==> config.mk <==
export PLATFORM = sky130hd
export DESIGN_NAME = dadc_path_ctrl
export DESIGN_NICKNAME = d
export VERILOG_FILES = /design/src/hdl/dadc_pkg.sv /design/src/hdl/dadc_path_ctrl.sv
export SDC_FILE = /design/constraint.sdc
export NUM_CORES = 1
export LEC_CHECK = 0
export BUFFER_PORTS_ARGS = -buffer_cell sky130_fd_sc_hd__buf_2
export CAP_MARGIN = 10
export CORE_ASPECT_RATIO = 1.75
export CORE_UTILIZATION = 50
export CTS_CLUSTER_SIZE = 30
export DETAILED_ROUTE_END_ITERATION = 7
export PLACE_DENSITY_LB_ADDON = 0.25
export SLEW_MARGIN = 20
export SYNTH_ARGS = -nofsm -noshare
export SYNTH_HDL_FRONTEND = slang
export SYNTH_SLANG_ARGS = --single-unit
==> constraint.sdc <==
create_clock -name mclk -period 4.76 [get_ports mclk]
set_clock_uncertainty 0.05 [all_clocks]
set_input_delay 0.238 -clock mclk [delete_from_list [all_inputs] [get_ports mclk]]
set_output_delay 0.238 -clock mclk [all_outputs]
set_load 0.02 [all_outputs]
==> src/hdl/dadc_pkg.sv <==
// Purpose: Shared constants for the decimation path control block.
// Assumes: 8-bit register port, 14-bit converter samples.
// Notes:   Offsets are byte addresses on the plain register port.
package dadc_pkg;
    localparam int          SAMP_W          = 14;            // Converter sample width.
    localparam int          ADDR_W          = 8;             // Register address width.
    localparam int          DATA_W          = 8;             // Register data width.
    localparam int          NCO_W           = 32;            // Tuning word width.
    localparam int          PAT_W           = 20;            // Frame clock pattern width.
    localparam logic [7:0]  ADDR_PAT0       = 8'h20;         // Pattern bits 7..0.
    localparam logic [7:0]  ADDR_PAT1       = 8'h21;         // Pattern bits 15..8.
    localparam logic [7:0]  ADDR_PAT2       = 8'h22;         // Pattern bits 19..16.
    localparam logic [7:0]  ADDR_ROUTE      = 8'h24;         // Datapath routing register.
    localparam logic [7:0]  ADDR_DECIM      = 8'h25;         // Decimation mode register.
    localparam logic [7:0]  ADDR_NCO0       = 8'h2A;         // Tuning word bits 7..0.
    localparam logic [7:0]  ADDR_NCO3       = 8'h2D;         // Tuning word bits 31..24.
    localparam logic [7:0]  RESET_VAL       = 8'h00;         // Reset value of both config registers.
    localparam logic [7:0]  ROUTE_MASK      = 8'h3E;         // Implemented bits of the routing register.
    localparam logic [7:0]  DECIM_MASK      = 8'hF9;         // Implemented bits of the mode register.
    localparam logic [7:0]  PAT2_MASK       = 8'h0F;         // Implemented bits of pattern byte 2.
    localparam int          BIT_AVG         = 5;             // Channel average enable.
    localparam int          BIT_SEL_HI      = 4;             // Input select high bit.
    localparam int          BIT_SEL_LO      = 3;             // Input select low bit.
    localparam int          BIT_FEAT        = 2;             // Feature path include.
    localparam int          BIT_DEC_EN      = 1;             // Decimator enable.
    localparam int          BIT_SEL_EN      = 7;             // Input select enable.
    localparam int          BIT_DEC_HI      = 6;             // Decimation field high bit.
    localparam int          BIT_DEC_LO      = 4;             // Decimation field low bit.
    localparam int          BIT_REAL        = 3;             // Real output select.
    localparam int          BIT_PHASE_INV   = 0;             // Oscillator phase invert.
    localparam logic [2:0]  DEC_BYPASS      = 3'h0;          // No decimation.
    localparam logic [2:0]  DEC_MAX         = 3'h5;          // Decimation by 32.
    localparam logic [19:0] PAT_DEFAULT     = 20'h00000;     // Pattern reset value.
    localparam logic [19:0] PAT_AUTO        = 20'hFC000;     // Pattern used while decimation is bypassed.
    localparam logic [31:0] NCO_ZERO        = 32'h00000000;  // Tuning word forced in real mode.
    typedef enum logic [1:0] {
        DADC_SEL_SPLIT,
        DADC_SEL_A,
        DADC_SEL_B,
        DADC_SEL_AVG
    } dadc_sel_t;                                            // Filter input routing choices.
endpackage

==> src/hdl/dadc_path_ctrl.sv <==
// Purpose: Routing and mode control for the dual decimation path.
// Assumes: Samples come from the converter cores on mclk; register port on mclk.
// Notes:   Filters themselves live downstream; this block steers and configures them.
//          Every output leaves a flop, so a new setting shows one edge after its write lands.
//          One tuning word serves both channels; separate words would cost four more registers.
`timescale 1ns/1ns
`default_nettype none
module dadc_path_ctrl
    import dadc_pkg::*;
(
    input  wire logic                         mclk,
    input  wire logic                         rst,
    input  wire logic [dadc_pkg::ADDR_W-1:0]  reg_addr,
    input  wire logic [dadc_pkg::DATA_W-1:0]  reg_wdata,
    input  wire logic                         reg_wr,
    input  wire logic                         reg_rd,
    output var  logic [dadc_pkg::DATA_W-1:0]  reg_rdata,
    input  wire logic [dadc_pkg::SAMP_W-1:0]  samp_a,
    input  wire logic [dadc_pkg::SAMP_W-1:0]  samp_b,
    output var  logic [dadc_pkg::SAMP_W-1:0]  filt_in_a,
    output var  logic [dadc_pkg::SAMP_W-1:0]  filt_in_b,
    output var  logic                         feature_path_include,
    output var  logic                         decimator_enable,
    output var  logic [2:0]                   decim_factor,
    output var  logic                         decim_active,
    output var  logic                         real_mode,
    output var  logic                         phase_invert,
    output var  logic [dadc_pkg::NCO_W-1:0]   tuning_word,
    output var  logic [dadc_pkg::PAT_W-1:0]   frame_clock_pattern
);
    import dadc_pkg::*;

    // Configuration state.
    logic [7:0]        route_r;        // Routing register.
    logic [7:0]        route_nxt;      // Next routing value.
    logic [7:0]        decim_r;        // Mode register.
    logic [7:0]        decim_nxt;      // Next mode value.
    logic [PAT_W-1:0]  pat_r;          // Programmed frame pattern.
    logic [PAT_W-1:0]  pat_nxt;        // Next pattern.
    logic [NCO_W-1:0]  nco_r;          // Programmed tuning word.
    logic [NCO_W-1:0]  nco_nxt;        // Next tuning word.
    logic [7:0]        rdata_nxt;      // Read data next value.

    // Output-stage state.
    logic [SAMP_W-1:0] fa_nxt;         // Next filter A input.
    logic [SAMP_W-1:0] fb_nxt;         // Next filter B input.
    logic [SAMP_W:0]   avg_sum;        // Sign-extended sum of both channels.
    logic [SAMP_W-1:0] avg_val;        // Average of both channels.
    logic [1:0]        sel_code;       // Effective select code.
    logic [2:0]        dec_code;       // Raw decimation field.
    logic [PAT_W-1:0]  pat_eff;        // Effective frame pattern.
    logic [NCO_W-1:0]  nco_eff;        // Effective tuning word.
    logic [1:0]        nco_idx;        // Byte lane of the tuning word under access.

    // Byte lane of the tuning word; only meaningful inside the tuning address range.
    assign nco_idx = 2'(reg_addr - ADDR_NCO0);

    // Register writes; reserved bits are masked so they always read zero.
    // Masking on the way in means a careless host cannot leave a latent 1 in a spare bit.
    always_comb
    begin
        route_nxt = route_r;
        decim_nxt = decim_r;
        pat_nxt   = pat_r;
        nco_nxt   = nco_r;
        if (reg_wr)
        begin
            case (reg_addr)
                ADDR_ROUTE: route_nxt = reg_wdata & ROUTE_MASK;
                ADDR_DECIM: decim_nxt = reg_wdata & DECIM_MASK;
                ADDR_PAT0:  pat_nxt[7:0] = reg_wdata;
                ADDR_PAT1:  pat_nxt[15:8] = reg_wdata;
                // Upper nibble of pattern byte 2 has no storage and is dropped.
                ADDR_PAT2:  pat_nxt[19:16] = reg_wdata[3:0];
                default:
                begin
                    // Tuning word bytes sit at four consecutive addresses.
                    if (reg_addr >= ADDR_NCO0 && reg_addr <= ADDR_NCO3)
                    begin
                        nco_nxt[{nco_idx, 3'h0} +: 8] = reg_wdata;
                    end
                end
            endcase
        end
    end

    // Read mux; unmapped addresses read zero. Effective tuning word is shown.
    // Data are zero outside the cycle after a read, so a stale value never looks like an answer.
    always_comb
    begin
        rdata_nxt = 8'h00;
        if (reg_rd)
        begin
            case (reg_addr)
                ADDR_ROUTE: rdata_nxt = route_r;
                ADDR_DECIM: rdata_nxt = decim_r;
                ADDR_PAT0:  rdata_nxt = pat_eff[7:0];
                ADDR_PAT1:  rdata_nxt = pat_eff[15:8];
                ADDR_PAT2:  rdata_nxt = {4'h0, pat_eff[19:16]};
                default:
                begin
                    if (reg_addr >= ADDR_NCO0 && reg_addr <= ADDR_NCO3)
                    begin
                        // Tuning bytes report the effective word, so software sees the forced zero.
                        rdata_nxt = nco_eff[{nco_idx, 3'h0} +: 8];
                    end
                end
            endcase
        end
    end

    // Register file flops.
    // The read data flop sits here too, which gives the fixed one-cycle read latency.
    always_ff @(posedge mclk or posedge rst)
    begin
        if (rst)
        begin
            route_r   <= RESET_VAL;
            decim_r   <= RESET_VAL;
            pat_r     <= PAT_DEFAULT;
            nco_r     <= NCO_ZERO;
            reg_rdata <= 8'h00;
        end
        else
        begin
            route_r   <= route_nxt;
            decim_r   <= decim_nxt;
            pat_r     <= pat_nxt;
            nco_r     <= nco_nxt;
            reg_rdata <= rdata_nxt;
        end
    end

    // Routing and mode decode.
    // Everything here reads only flopped configuration and the current samples.
    // The output flops below add the single cycle of latency on the sample path.
    always_comb
    begin
        dec_code = decim_r[BIT_DEC_HI:BIT_DEC_LO];
        // Selector idles at straight-through routing while disabled.
        sel_code = decim_r[BIT_SEL_EN] ? route_r[BIT_SEL_HI:BIT_SEL_LO] : 2'h0;
        // Arithmetic shift keeps the average correct for signed samples, rounding odd sums down.
        // One guard bit keeps the sum from wrapping when both channels sit near full scale.
        avg_sum  = {samp_a[SAMP_W-1], samp_a} + {samp_b[SAMP_W-1], samp_b};
        avg_val  = avg_sum[SAMP_W:1];
        case (dadc_sel_t'(sel_code))
            DADC_SEL_SPLIT:
            begin
                fa_nxt = samp_a;
                fb_nxt = samp_b;
            end
            DADC_SEL_A:
            begin
                fa_nxt = samp_a;
                fb_nxt = samp_a;
            end
            DADC_SEL_B:
            begin
                fa_nxt = samp_b;
                fb_nxt = samp_b;
            end
            DADC_SEL_AVG:
            begin
                // Without the average enable the averager is idle; pass A as a safe default.
                fa_nxt = route_r[BIT_AVG] ? avg_val : samp_a;
                fb_nxt = route_r[BIT_AVG] ? avg_val : samp_a;
            end
            default:
            begin
                fa_nxt = samp_a;
                fb_nxt = samp_b;
            end
        endcase
        // Bypass or unused codes leave the programmed pattern out of play.
        pat_eff = (dec_code == DEC_BYPASS || dec_code > DEC_MAX) ? PAT_AUTO : pat_r;
        nco_eff = decim_r[BIT_REAL] ? NCO_ZERO : nco_r;
    end

    // Outputs all leave from flops.
    // Registering every output keeps decode glitches away from the downstream filters.
    always_ff @(posedge mclk or posedge rst)
    begin
        if (rst)
        begin
            filt_in_a            <= '0;
            filt_in_b            <= '0;
            feature_path_include <= 1'b0;
            decimator_enable     <= 1'b0;
            decim_factor         <= DEC_BYPASS;
            decim_active         <= 1'b0;
            real_mode            <= 1'b0;
            phase_invert         <= 1'b0;
            tuning_word          <= NCO_ZERO;
            frame_clock_pattern  <= PAT_AUTO;
        end
        else
        begin
            filt_in_a            <= fa_nxt;
            filt_in_b            <= fb_nxt;
            feature_path_include <= route_r[BIT_FEAT];
            decimator_enable     <= route_r[BIT_DEC_EN];
            // Unused codes fall back to bypass rather than an undefined factor.
            decim_factor         <= (dec_code > DEC_MAX) ? DEC_BYPASS : dec_code;
            // Decimation only runs with the feature path in and the filters switched on.
            decim_active         <= route_r[BIT_FEAT] && route_r[BIT_DEC_EN]
                                    && dec_code != DEC_BYPASS && dec_code <= DEC_MAX;
            real_mode            <= decim_r[BIT_REAL];
            phase_invert         <= decim_r[BIT_PHASE_INV];
            tuning_word          <= nco_eff;
            frame_clock_pattern  <= pat_eff;
        end
    end

    // Checks.
    // Each one looks one edge past the decode, where the output flops have taken the new value.

    // Routing checks.
    a_avg_route: assert property (@(posedge mclk) disable iff (rst)
        (decim_r[BIT_SEL_EN] && route_r[BIT_SEL_HI:BIT_SEL_LO] == DADC_SEL_AVG && route_r[BIT_AVG]
         && $stable(route_r) && $stable(decim_r))
        |=> filt_in_a == $past(avg_val) && filt_in_b == filt_in_a)
        else $error("Averaged sample not routed.");
    a_sel_disabled: assert property (@(posedge mclk) disable iff (rst)
        !decim_r[BIT_SEL_EN] |=> filt_in_a == $past(samp_a) && filt_in_b == $past(samp_b))
        else $error("Selector acted while disabled.");
    a_sel_split: assert property (@(posedge mclk) disable iff (rst)
        (decim_r[BIT_SEL_EN] && route_r[BIT_SEL_HI:BIT_SEL_LO] == DADC_SEL_SPLIT)
        |=> filt_in_a == $past(samp_a) && filt_in_b == $past(samp_b))
        else $error("Straight routing broken.");
    a_sel_b_both: assert property (@(posedge mclk) disable iff (rst)
        (decim_r[BIT_SEL_EN] && route_r[BIT_SEL_HI:BIT_SEL_LO] == DADC_SEL_B)
        |=> filt_in_a == $past(samp_b) && filt_in_b == $past(samp_b))
        else $error("Channel B not sent to both filters.");
    a_sel_a_both: assert property (@(posedge mclk) disable iff (rst)
        (decim_r[BIT_SEL_EN] && route_r[BIT_SEL_HI:BIT_SEL_LO] == DADC_SEL_A)
        |=> filt_in_a == $past(samp_a) && filt_in_b == $past(samp_a))
        else $error("Channel A not sent to both filters.");

    // Mode checks.
    a_include_bit: assert property (@(posedge mclk) disable iff (rst)
        !route_r[BIT_FEAT] |=> !feature_path_include && !decim_active)
        else $error("Feature path active while bypassed.");
    a_dec_enable: assert property (@(posedge mclk) disable iff (rst)
        1'b1 |=> decimator_enable == $past(route_r[BIT_DEC_EN]))
        else $error("Decimator enable does not follow its bit.");
    a_dec_off: assert property (@(posedge mclk) disable iff (rst)
        !route_r[BIT_DEC_EN] |=> !decim_active)
        else $error("Decimation active while disabled.");
    a_dec_code: assert property (@(posedge mclk) disable iff (rst)
        dec_code > DEC_MAX |=> decim_factor == DEC_BYPASS)
        else $error("Unused decimation code passed on.");
    a_dec_pass: assert property (@(posedge mclk) disable iff (rst)
        (dec_code <= DEC_MAX) |=> decim_factor == $past(dec_code))
        else $error("Valid decimation code not passed on.");
    a_real_follow: assert property (@(posedge mclk) disable iff (rst)
        1'b1 |=> real_mode == $past(decim_r[BIT_REAL]))
        else $error("Real mode does not follow its bit.");
    a_real_zero: assert property (@(posedge mclk) disable iff (rst)
        decim_r[BIT_REAL] |=> tuning_word == NCO_ZERO && real_mode)
        else $error("Tuning word not zero in real mode.");
    a_tune_pass: assert property (@(posedge mclk) disable iff (rst)
        !decim_r[BIT_REAL] |=> tuning_word == $past(nco_r))
        else $error("Programmed tuning word not passed on.");
    a_phase_inv: assert property (@(posedge mclk) disable iff (rst)
        1'b1 |=> phase_invert == $past(decim_r[BIT_PHASE_INV]))
        else $error("Phase invert does not follow its bit.");

    // Pattern and register checks.
    a_pat_auto: assert property (@(posedge mclk) disable iff (rst)
        dec_code == DEC_BYPASS |=> frame_clock_pattern == PAT_AUTO)
        else $error("Pattern not auto-set in bypass.");
    a_pat_prog: assert property (@(posedge mclk) disable iff (rst)
        (dec_code != DEC_BYPASS && dec_code <= DEC_MAX) |=> frame_clock_pattern == $past(pat_r))
        else $error("Programmed pattern not used while decimating.");
    a_rsvd_zero: assert property (@(posedge mclk) disable iff (rst)
        reg_rd && reg_addr == ADDR_ROUTE |=> reg_rdata[7:6] == 2'h0 && reg_rdata[0] == 1'b0)
        else $error("Reserved bits read nonzero.");

    // Main scenarios worth seeing at least once.
    c_avg_mode: cover property (@(posedge mclk) disable iff (rst)
        decim_r[BIT_SEL_EN] && route_r[BIT_SEL_HI:BIT_SEL_LO] == DADC_SEL_AVG && route_r[BIT_AVG]);
    c_dec32: cover property (@(posedge mclk) disable iff (rst) decim_active && decim_factor == DEC_MAX);
    c_real: cover property (@(posedge mclk) disable iff (rst) real_mode && decim_active);
    c_wr_rd: cover property (@(posedge mclk) disable iff (rst) reg_wr ##1 reg_rd);
    c_sel_off: cover property (@(posedge mclk) disable iff (rst)
        !decim_r[BIT_SEL_EN] && route_r[BIT_SEL_HI:BIT_SEL_LO] != DADC_SEL_SPLIT);
endmodule
`default_nettype wire

==> results.md, run 1 <==
* Status: finished clean
* Final period utilization at 49.76%
* Largest net degree at the start of global routing at 113
* Internal Power at 2.334 mW
* Fin. Hold Viols at 0
* CTS sink cnt at 159
* Vias in the first global route at 5,943
* Met1 Usage GRT at 29.25%
* EDFF count, synth at 0
* Pwr dens at 371.5 nW/um2
* Post-Route WL at 20.48 mm
* First-pass GRT wire length at 31.58 mm
* Filler cells at 1,210
* Crit path launch type: input pin
* CP endpoint kind: flop
* Post-DR vias/cell at 5.730
* GP Congestion at 0.9441
* Total gr overflow at 0
* Drt drc at 0
* DP HPWL at 15.22 mm
* Switching share of power at 29.19%
* # hold bufs at CTS at 0
* Synth top area share at 51.26%
* Flop and latch count out of synthesis at 159
* Clock root buffer: clkbuf_16
* Syn Area/Cell at 11.15 um2
* Worst skew pair latency at 0.42 ns
* N_diodes at 0
* Crit Path Class: in -> reg
* DR pass1 iterations at 5
* Psw at 0.9620 mW
* Initial antenna violation count at 0
* Post-layout nets at 871
* Largest area contributor in the netlist: dfrtp_1
* Layout cells sized above 1 at 30.11%
* CTS Buffer Depth at 2
* Grt met3 use at 3.889%
* Setup TNS at 0 ns
* Num CTS Buffers at 17
* Most frequent cell after synthesis: dfrtp_1
* Sequential power share at 44.3%
* Met2 GRT Util at 50.49%
* Hold WS at 0.03854 ns
* Register area share after synthesis at 53.37%
* Antenna viol nets, final at 0
* H-tree depth at 4
* Full die area at 15,450 um2
* Combinational fraction of design power at 13.5%
* RSZ-0062 raised after global routing: no
* Leak pwr at 4.184 nW
* Syn nets at 737
* Layout Area Growth over Synthesis at 18.78%
* Tmin final at 2.369 ns
* Hold WC Path Type: in -> reg
* Final core occ at 61.13%
* Cts repair resizes at 0
* Crit path DAT at 2.61 ns
* Max cap viols at 0
* Relative slew slack at 35.07%
* Mapped cell area at 7470 um2
* Setup-failing EPs final at 0
* Std-Cell Rows at 58
* Crit-path max FO at 13
* Port bufs at 143
* Ports at 144
* DR WL/cell at 20.54 um
* Hold Path Stages at 3
* Synthesis Warnings at 0
* Clk pin slew, worst setup/hold paths at 0.07 ns
* Worst-Margin Slew at 0.9739 ns
* Ys async rst share at 100.0%
* R2R depth at 6
* Fmax at 422.2 MHz
* Vias at 5,713
* Maximum VDD drop at 0.2503 mV
* Synth cell count leaders: dfrtp_1, nand2_1, nor2_1, inv_1, mux2i_1
* Top post-synthesis cells by area: dfrtp_1, mux2i_1, mux2_2
* Mapped Cells at 670
* Chip width at 94.40 um
* Initial core utilization at 51.47%
* Max-slew violations at 0
* Core Area at 14,510 um2
* GRT Overall Usage at 28.04%
* Die span in y at 163.7 um
* Setup Fix Bufs, Post-CTS at 0
* Clock share of power at 42.1%
* Critical Path RT at 5.00 ns
* Initial drt markers at 313
* Busiest layer in global routing: met2
* Synth Flop Type: dfrtp_1
* Yosys cell types at 62
* TritonCTS clock tree: yes
## logic make-up after synthesis
kind of cell,share of synthesized area [%]
mux,12.76
xor+xnor,0.9381
flops,53.37
compound gates,10.52
simple gates,14.47
fa+ha+maj,3.283
buf+inv,4.657
## final timing paths
check | to | slack, ns | startpoint
max in group asynchronous | pat_r[10] | 3.15 | rst
min | filt_in_b[4] | 0.04 | samp_b[4]
min in group asynchronous | frame_clock_pattern[12] | 0.44 | rst
min reg2reg | phase_invert | 0.35 | decim_r[0]
max reg2reg | filt_in_a[12] | 2.50 | route_r[3]
max | reg_rdata[1] | 2.39 | reg_addr[0]
## layout make-up
class | instances | area (um2) | area share [%]
well taps | 180 | 225.2 | 2.538
multi-input cells | 438 | 3141 | 35.40
clock buffers | 17 | 425.4 | 4.795
flip-flops and latches | 159 | 3986 | 44.93
clock inverters | 15 | 185.2 | 2.087
repair buffers | 147 | 748.2 | 8.433
inverters | 41 | 161.4 | 1.819
## cell usage in the layout (no fill, tap or decap), drive strengths merged, types with 18 or more instances in the layout
cell and instances:
nor2 58, and2 18, ha 18, dfrtp 153, mux2 34, buf 146, nand2 67, o21ai 31
a21oi 32, mux2i 39, inv 49
## power by group through the flow
stage,Combinational (mW),Sequential (mW),Clock (mW)
detailed placement,0.446,1.49,0
finish,0.446,1.46,1.39
global placement,0.440,1.49,0
CTS,0.448,1.46,1.41
global route,0.484,1.47,1.47
floorplan,0.220,1.54,0
## critical path, cell delays in order
cell	delay [ns]
buf_2	0.23
inv_1	0.20
ha_1	0.35
nor2b_1	0.35
o31a_1	0.47
o211ai_1	0.33
a221oi_1	0.33
nor3_1	0.11
## layer usage
metal / part of all wire (%) / wire, um
met5: 0 / 0
met4: 6.9 / 1410
met3: 3.8 / 788
met2: 55 / 11240
met1: 34 / 7038
## metrics by stage
stage	std cells	cell area [um2]	power [mW]	setup WS, ns
detailed placement	964	8244	1.933	2.016
global placement	964	8244	1.926	2.025
finish	997	8872	3.296	2.391
CTS	996	8855	3.320	2.456
global route	997	8872	3.418	2.225
floorplan	670	7470	1.759	0.1904
## registers in the layout, indices dropped and copies added, names as in the netlist, 3 cells and up
name / flops
filt_in_b: 14
reg_rdata: 8
pat_r: 20
decim_factor: 3
nco_r: 32
tuning_word: 32
frame_clock_pattern: 20
filt_in_a: 14
route_r: 5
decim_r: 6
Power figures use the tool's default switching activity.
==> run 2, diff against run 1 <==
==> constraint.sdc (replaced) <==
create_clock -name mclk -period 2 [get_ports mclk]
set_clock_uncertainty 0.05 [all_clocks]
set_input_delay 0.1 -clock mclk [delete_from_list [all_inputs] [get_ports mclk]]
set_output_delay 0.1 -clock mclk [all_outputs]
set_load 0.02 [all_outputs]
==> run 2 against run 1 <==
Sequential power up 140%. Critical path depth down 2. Sequential cell count did not move. Non-clock buffer count up 90. Cell count up 9.0%. Die area did not move. Largest cell class unchanged. Largest power group unchanged.
==> results.md, run 2 (synthesis results as in run 1) <==
* Hold WC Path Type: in -> reg
* Crit path launch type: flop
* Setup Fix Bufs, Post-CTS at 0
* Biggest regs: nco_r (32), tuning_word (32)
* Most common cell after layout, fill and taps aside: dfrtp_1
* Drt drc at 0
* CP endpoint kind: flop
* Setup-failing EPs final at 0
* Core Area at 14,510 um2
* Vias in the first global route at 6,635
* Total Power at 8.000 mW
* Vias at 6,078
* Port bufs at 143
* DR pass1 iterations at 5
* Post-layout nets at 961
* Clock share of power at 41.4%
* Clk pin slew, worst setup/hold paths at 0.07 ns
* RSZ-0062 raised after global routing: no
* Combinational fraction of design power at 15.2%
* Antenna viol nets, final at 0
* Layout Area Growth over Synthesis at 29.78%
* Post-Route WL at 21.66 mm
* TritonCTS clock tree: yes
* N_diodes at 0
* Crit Path Class: reg -> reg
* Worst skew pair latency at 0.42 ns
* Final core occ at 66.79%
* CTS Buffer Depth at 2
* DP HPWL at 16.51 mm
* Sequential power share at 43.4%
* Psw at 2.307 mW
* Final period utilization at 94.79%
* Crit path DAT at 2.14 ns
* Ports at 144
* GP Congestion at 0.9564
* DR WL/cell at 19.93 um
* Status: finished clean
* Initial antenna violation count at 0
* Maximum VDD drop at 0.7108 mV
* Die span in y at 163.7 um
* GRT Overall Usage at 29.95%
* Relative slew slack at 56.37%
* Fin. Hold Viols at 0
* CTS sink cnt at 159
* Max-slew violations at 0
* Largest net degree at the start of global routing at 72
* Std-Cell Rows at 58
* Full die area at 15,450 um2
* Max cap viols at 0
* Cell Area, Placed at 8686 um2
* Chip width at 94.40 um
* First-pass GRT wire length at 34.01 mm
* Critical Path RT at 2.25 ns
* Post-DR vias/cell at 5.592
* Fmax at 527.5 MHz
* Switching share of power at 28.84%
* H-tree depth at 4
* Filler cells at 1,137
* Most frequent cells in the layout: dfrtp_1, buf_2, nand2_1
* Worst-Margin Slew at 0.6544 ns
* Total gr overflow at 0
* Initial core utilization at 51.47%
* Clock root buffer: clkbuf_16
* Leak pwr at 4.613 nW
* Crit-path max FO at 4
* Internal Power at 5.693 mW
* Tmin final at 1.896 ns
* Layout cells sized above 1 at 33.52%
* Final instance area at 9694 um2
* Initial drt markers at 300
* Num CTS Buffers at 17
* Hold WS at 0.02338 ns
* Pwr dens at 825.2 nW/um2
[run 2: cell count changes in the layout (fill, tap and decap cells not counted), moves of 2 or more]
cell	before	now
inv_8	5	8
ha_2	0	2
o21ai_1	3	5
buf_12	0	3
buf_4	3	54
dlygate4sd3_1	1	37
clkinvlp_4	0	2
inv_6	4	1
o21ai_0	28	26
ha_1	18	15
[run 2: through the flow]
step	setup slack [ns]	instances	setup TNS, ns
after CTS	0.01234	1087	0
after global placement	-0.05679	1018	-0.1912
after detailed placement	-0.1171	1018	-0.3975
after floorplan	-0.1600	670	-24.47
final	0.1042	1087	0
after global routing	0.02970	1087	0
[run 2: area by class of cell]
| cell class | instances | area, um2 | share of cell area (%) |
|---|---|---|---|
| inverters | 41 | 157.7 | 1.626 |
| well taps | 180 | 225.2 | 2.323 |
| flip-flops and latches | 159 | 3986 | 41.12 |
| repair buffers | 237 | 1551 | 16.00 |
| multi-input cells | 438 | 3162 | 32.61 |
| clock inverters | 15 | 186.4 | 1.923 |
| clock buffers | 17 | 425.4 | 4.388 |
[run 2: worst paths after layout]
path	depth (start not counted)	endpoint	from	slack [ns]
max	6	reg_rdata[2]	decim_r[4]	0.10
min	4	filt_in_b[1]	samp_a[1]	0.02
max reg2reg	6	reg_rdata[2]	decim_r[4]	0.10
min reg2reg	0	phase_invert	decim_r[0]	0.36
max in group asynchronous	4	frame_clock_pattern[17]	rst	0.96
min in group asynchronous	3	frame_clock_pattern[11]	rst	0.20
[run 2: critical path, stage by stage, from the launching register on]
cell and delay (ns):
dfrtp_1 0.42, nor3_1 0.25, a21o_1 0.22, nor2_1 0.09, o211ai_1 0.37, a221oi_1 0.10
nor3_1 0.27
[run 2: what timing repair did]
item                                    in CTS  in global routing
gates resized for setup                      0                  8
endpoints found under the setup margin       0                  9
hold endpoints to repair                    71                  0
hold buffers                                37                  0
[run 2: layer usage]
layer  vias to the layer above  global-route usage [%]  wire (um)
met5                         -                       0          0
met4                         0                   21.05       1451
met2                       257                   55.53      11940
li1                       2777                       -          -
met1                      2958                   29.73       7373
met3                        86                   4.213        898
[run 2: power by group through the flow]
stage               registers, mW  logic [mW]  clock network, mW
finish                       3.47        1.22               3.31
global route                 3.48        1.32               3.48
CTS                          3.47        1.21               3.37
detailed placement           3.53        1.15                  0
global placement             3.52        1.13                  0
floorplan                    3.66       0.523                  0
==> run 3, diff against run 2 <==
--- a/config.mk
+++ b/config.mk
@@ -8,10 +8,11 @@
 export BUFFER_PORTS_ARGS = -buffer_cell sky130_fd_sc_hd__buf_2
 export CAP_MARGIN = 10
 export CORE_ASPECT_RATIO = 1.75
-export CORE_UTILIZATION = 50
+export CORE_UTILIZATION = 56
 export CTS_CLUSTER_SIZE = 30
 export DETAILED_ROUTE_END_ITERATION = 7
 export PLACE_DENSITY_LB_ADDON = 0.25
+export SETUP_SLACK_MARGIN = 0.5
 export SLEW_MARGIN = 20
 export SYNTH_ARGS = -nofsm -noshare
 export SYNTH_HDL_FRONTEND = slang
==> constraint.sdc (replaced) <==
create_clock -name mclk -period 2.12 [get_ports mclk]
set_clock_uncertainty 0.05 [all_clocks]
set_input_delay 0.106 -clock mclk [delete_from_list [all_inputs] [get_ports mclk]]
set_output_delay 0.106 -clock mclk [all_outputs]
set_load 0.02 [all_outputs]
==> run 3 against run 2 <==
The run now ends with negative hold slack left. Highest routed layer unchanged. Sequential power decreased by 5%. Cell area is 2.1% higher. Cell count decreased by 1.4%. First-iteration DRC count is 15% higher. Largest cell class unchanged. Non-clock buffer count fell by 6. Worst hold slack got worse by 0.035 ns.
==> results.md, run 3 (synthesis results as in run 1) <==
* Total Power at 7.424 mW
* Worst r2r src: route_r[5]
* RSZ-0062 raised after global routing: yes
* CP endpoint kind: flop
* Violated checks: negative hold slack
* Setup-failing EPs final at 0
* DR WL/cell at 20.81 um
* Cell Area, Placed at 8534 um2
* Pwr dens at 750.3 nW/um2
* Crit path launch type: flop
* TritonCTS clock tree: yes
* Die span in y at 154.8 um
* Ports at 144
* Layout Area Growth over Synthesis at 32.46%
* CTS Buffer Depth at 2
* Worst Slack Setup Final at 0.4220 ns
* Crit path DAT at 1.94 ns
* Most frequent cells in the layout: dfrtp_1, buf_2, nand2_1
* R2R depth at 5
* Worst-Margin Slew at 0.6489 ns
* Core Area at 12,940 um2
* Leak pwr at 4.639 nW
* Port bufs at 143
* Worst skew pair latency at 0.42 ns
* Critical Path RT at 2.36 ns
* Vias at 6,245
* Full die area at 13,820 um2
* HP Start: samp_a[1]
* Maximum VDD drop at 0.7945 mV
* CTS sink cnt at 159
* Post-DR vias/cell at 5.826
* Final period utilization at 80.10%
* Fmax at 588.9 MHz
* Reg-to-reg endpoint: reg_rdata[5]
* Reg-to-reg setup timing slack at 0.42 ns
* GP Congestion at 0.9866
* First-pass GRT wire length at 33.62 mm
* Fin. Hold Viols at 2
* Clock root buffer: clkbuf_16
* GRT Overall Usage at 33.75%
* Hold WC Path Type: in -> reg
* Chip width at 89.31 um
* Largest net degree at the start of global routing at 59
* Hold Path Stages at 3
* Post-Route WL at 22.31 mm
* Total gr overflow at 0
* Drt drc at 0
* Max-slew violations at 0
* Clk pin slew, worst setup/hold paths at 0.07 ns
* Layout cells sized above 1 at 38.07%
* Pre-CTS setup slack at 0.07191 ns
* Status: finished with violations
* Hold WS at -0.01138 ns
* Biggest regs: nco_r (32), tuning_word (32)
* Initial drt markers at 346
* DP HPWL at 15.62 mm
* Initial core utilization at 57.74%
* Initial antenna violation count at 0
* Max cap viols at 0
* Std-Cell Rows at 55
* Relative slew slack at 56.19%
* Most common cell after layout, fill and taps aside: dfrtp_1
* Vias in the first global route at 6,378
* H-tree depth at 4
* Post-layout nets at 955
* Final instance area at 9894 um2
* DR pass1 iterations at 5
* N_diodes at 0
* Worst Hold Endpoint: filt_in_a[1]
* Crit-path max FO at 20
* Crit Path Class: reg -> reg
* Tmin final at 1.698 ns
* Antenna viol nets, final at 0
* Num CTS Buffers at 17
## run 3: critical path, cell delays in order, from the launching register on
cell,delay [ns]
dfrtp_2,0.57
and2_1,0.21
o21ai_0,0.16
o311ai_0,0.24
a221oi_4,0.26
nor3_2,0.08
## run 3: worst max-delay path by stage
stage,start,endpoint,slack [ns],cells after the start
6_report,route_r[5],reg_rdata[5],0.42,5
5_1_grt,decim_r[6],reg_rdata[5],0.39,5
4_1_cts,decim_r[5],reg_rdata[5],0.45,6
3_5_place_dp,reg_addr[1],nco_r[31],0.07,9
3_3_place_gp,samp_a[6],filt_in_a[10],0.14,8
2_1_floorplan,rst,decim_active,-0.05,1
## run 3: what timing repair did
item	4_1_cts	5_1_grt
endpoints found under the hold margin	64	2
resized for setup	21	34
hold buffers	32	2
setup buffers	5	16
cloned	2	1
pin swaps	4	19
setup endpoints to repair	21	51
## run 3: where the power goes
group	switching [mW]	leakage, nW	total (mW)	internal (mW)
combinational	0.727	2.55	1.20	0.474
sequential	0.0748	1.81	3.28	3.21
clock	1.28	0.275	2.94	1.66
total	2.08	4.64	7.42	5.35
## run 3: final cells by class
class	instances	area [um2]
inverters	41	168.9
flip-flops and latches	159	3994
clock inverters	14	131.4
well taps	171	214.0
multi-input cells	438	3374
repair buffers	231	1573
fillers	897	3043
clock buffers	18	439.2
## run 3: stage by stage
step	util, %	instances	setup TNS, ns
2_1_floorplan	-	670	-7.031
4_1_cts	74.23	1053	0
5_1_grt	76.48	1072	0
3_5_place_dp	65.97	982	0
6_report	76.48	1072	0
3_3_place_gp	65.97	982	0
## run 3: routing by layer
layer	routed length, um	up-vias	track usage, %
met5	0	-	0
met4	1866	0	25.47
met3	1133	122	7.471
met2	12100	324	59.94
met1	7209	3036	32.56
li1	-	2763	-
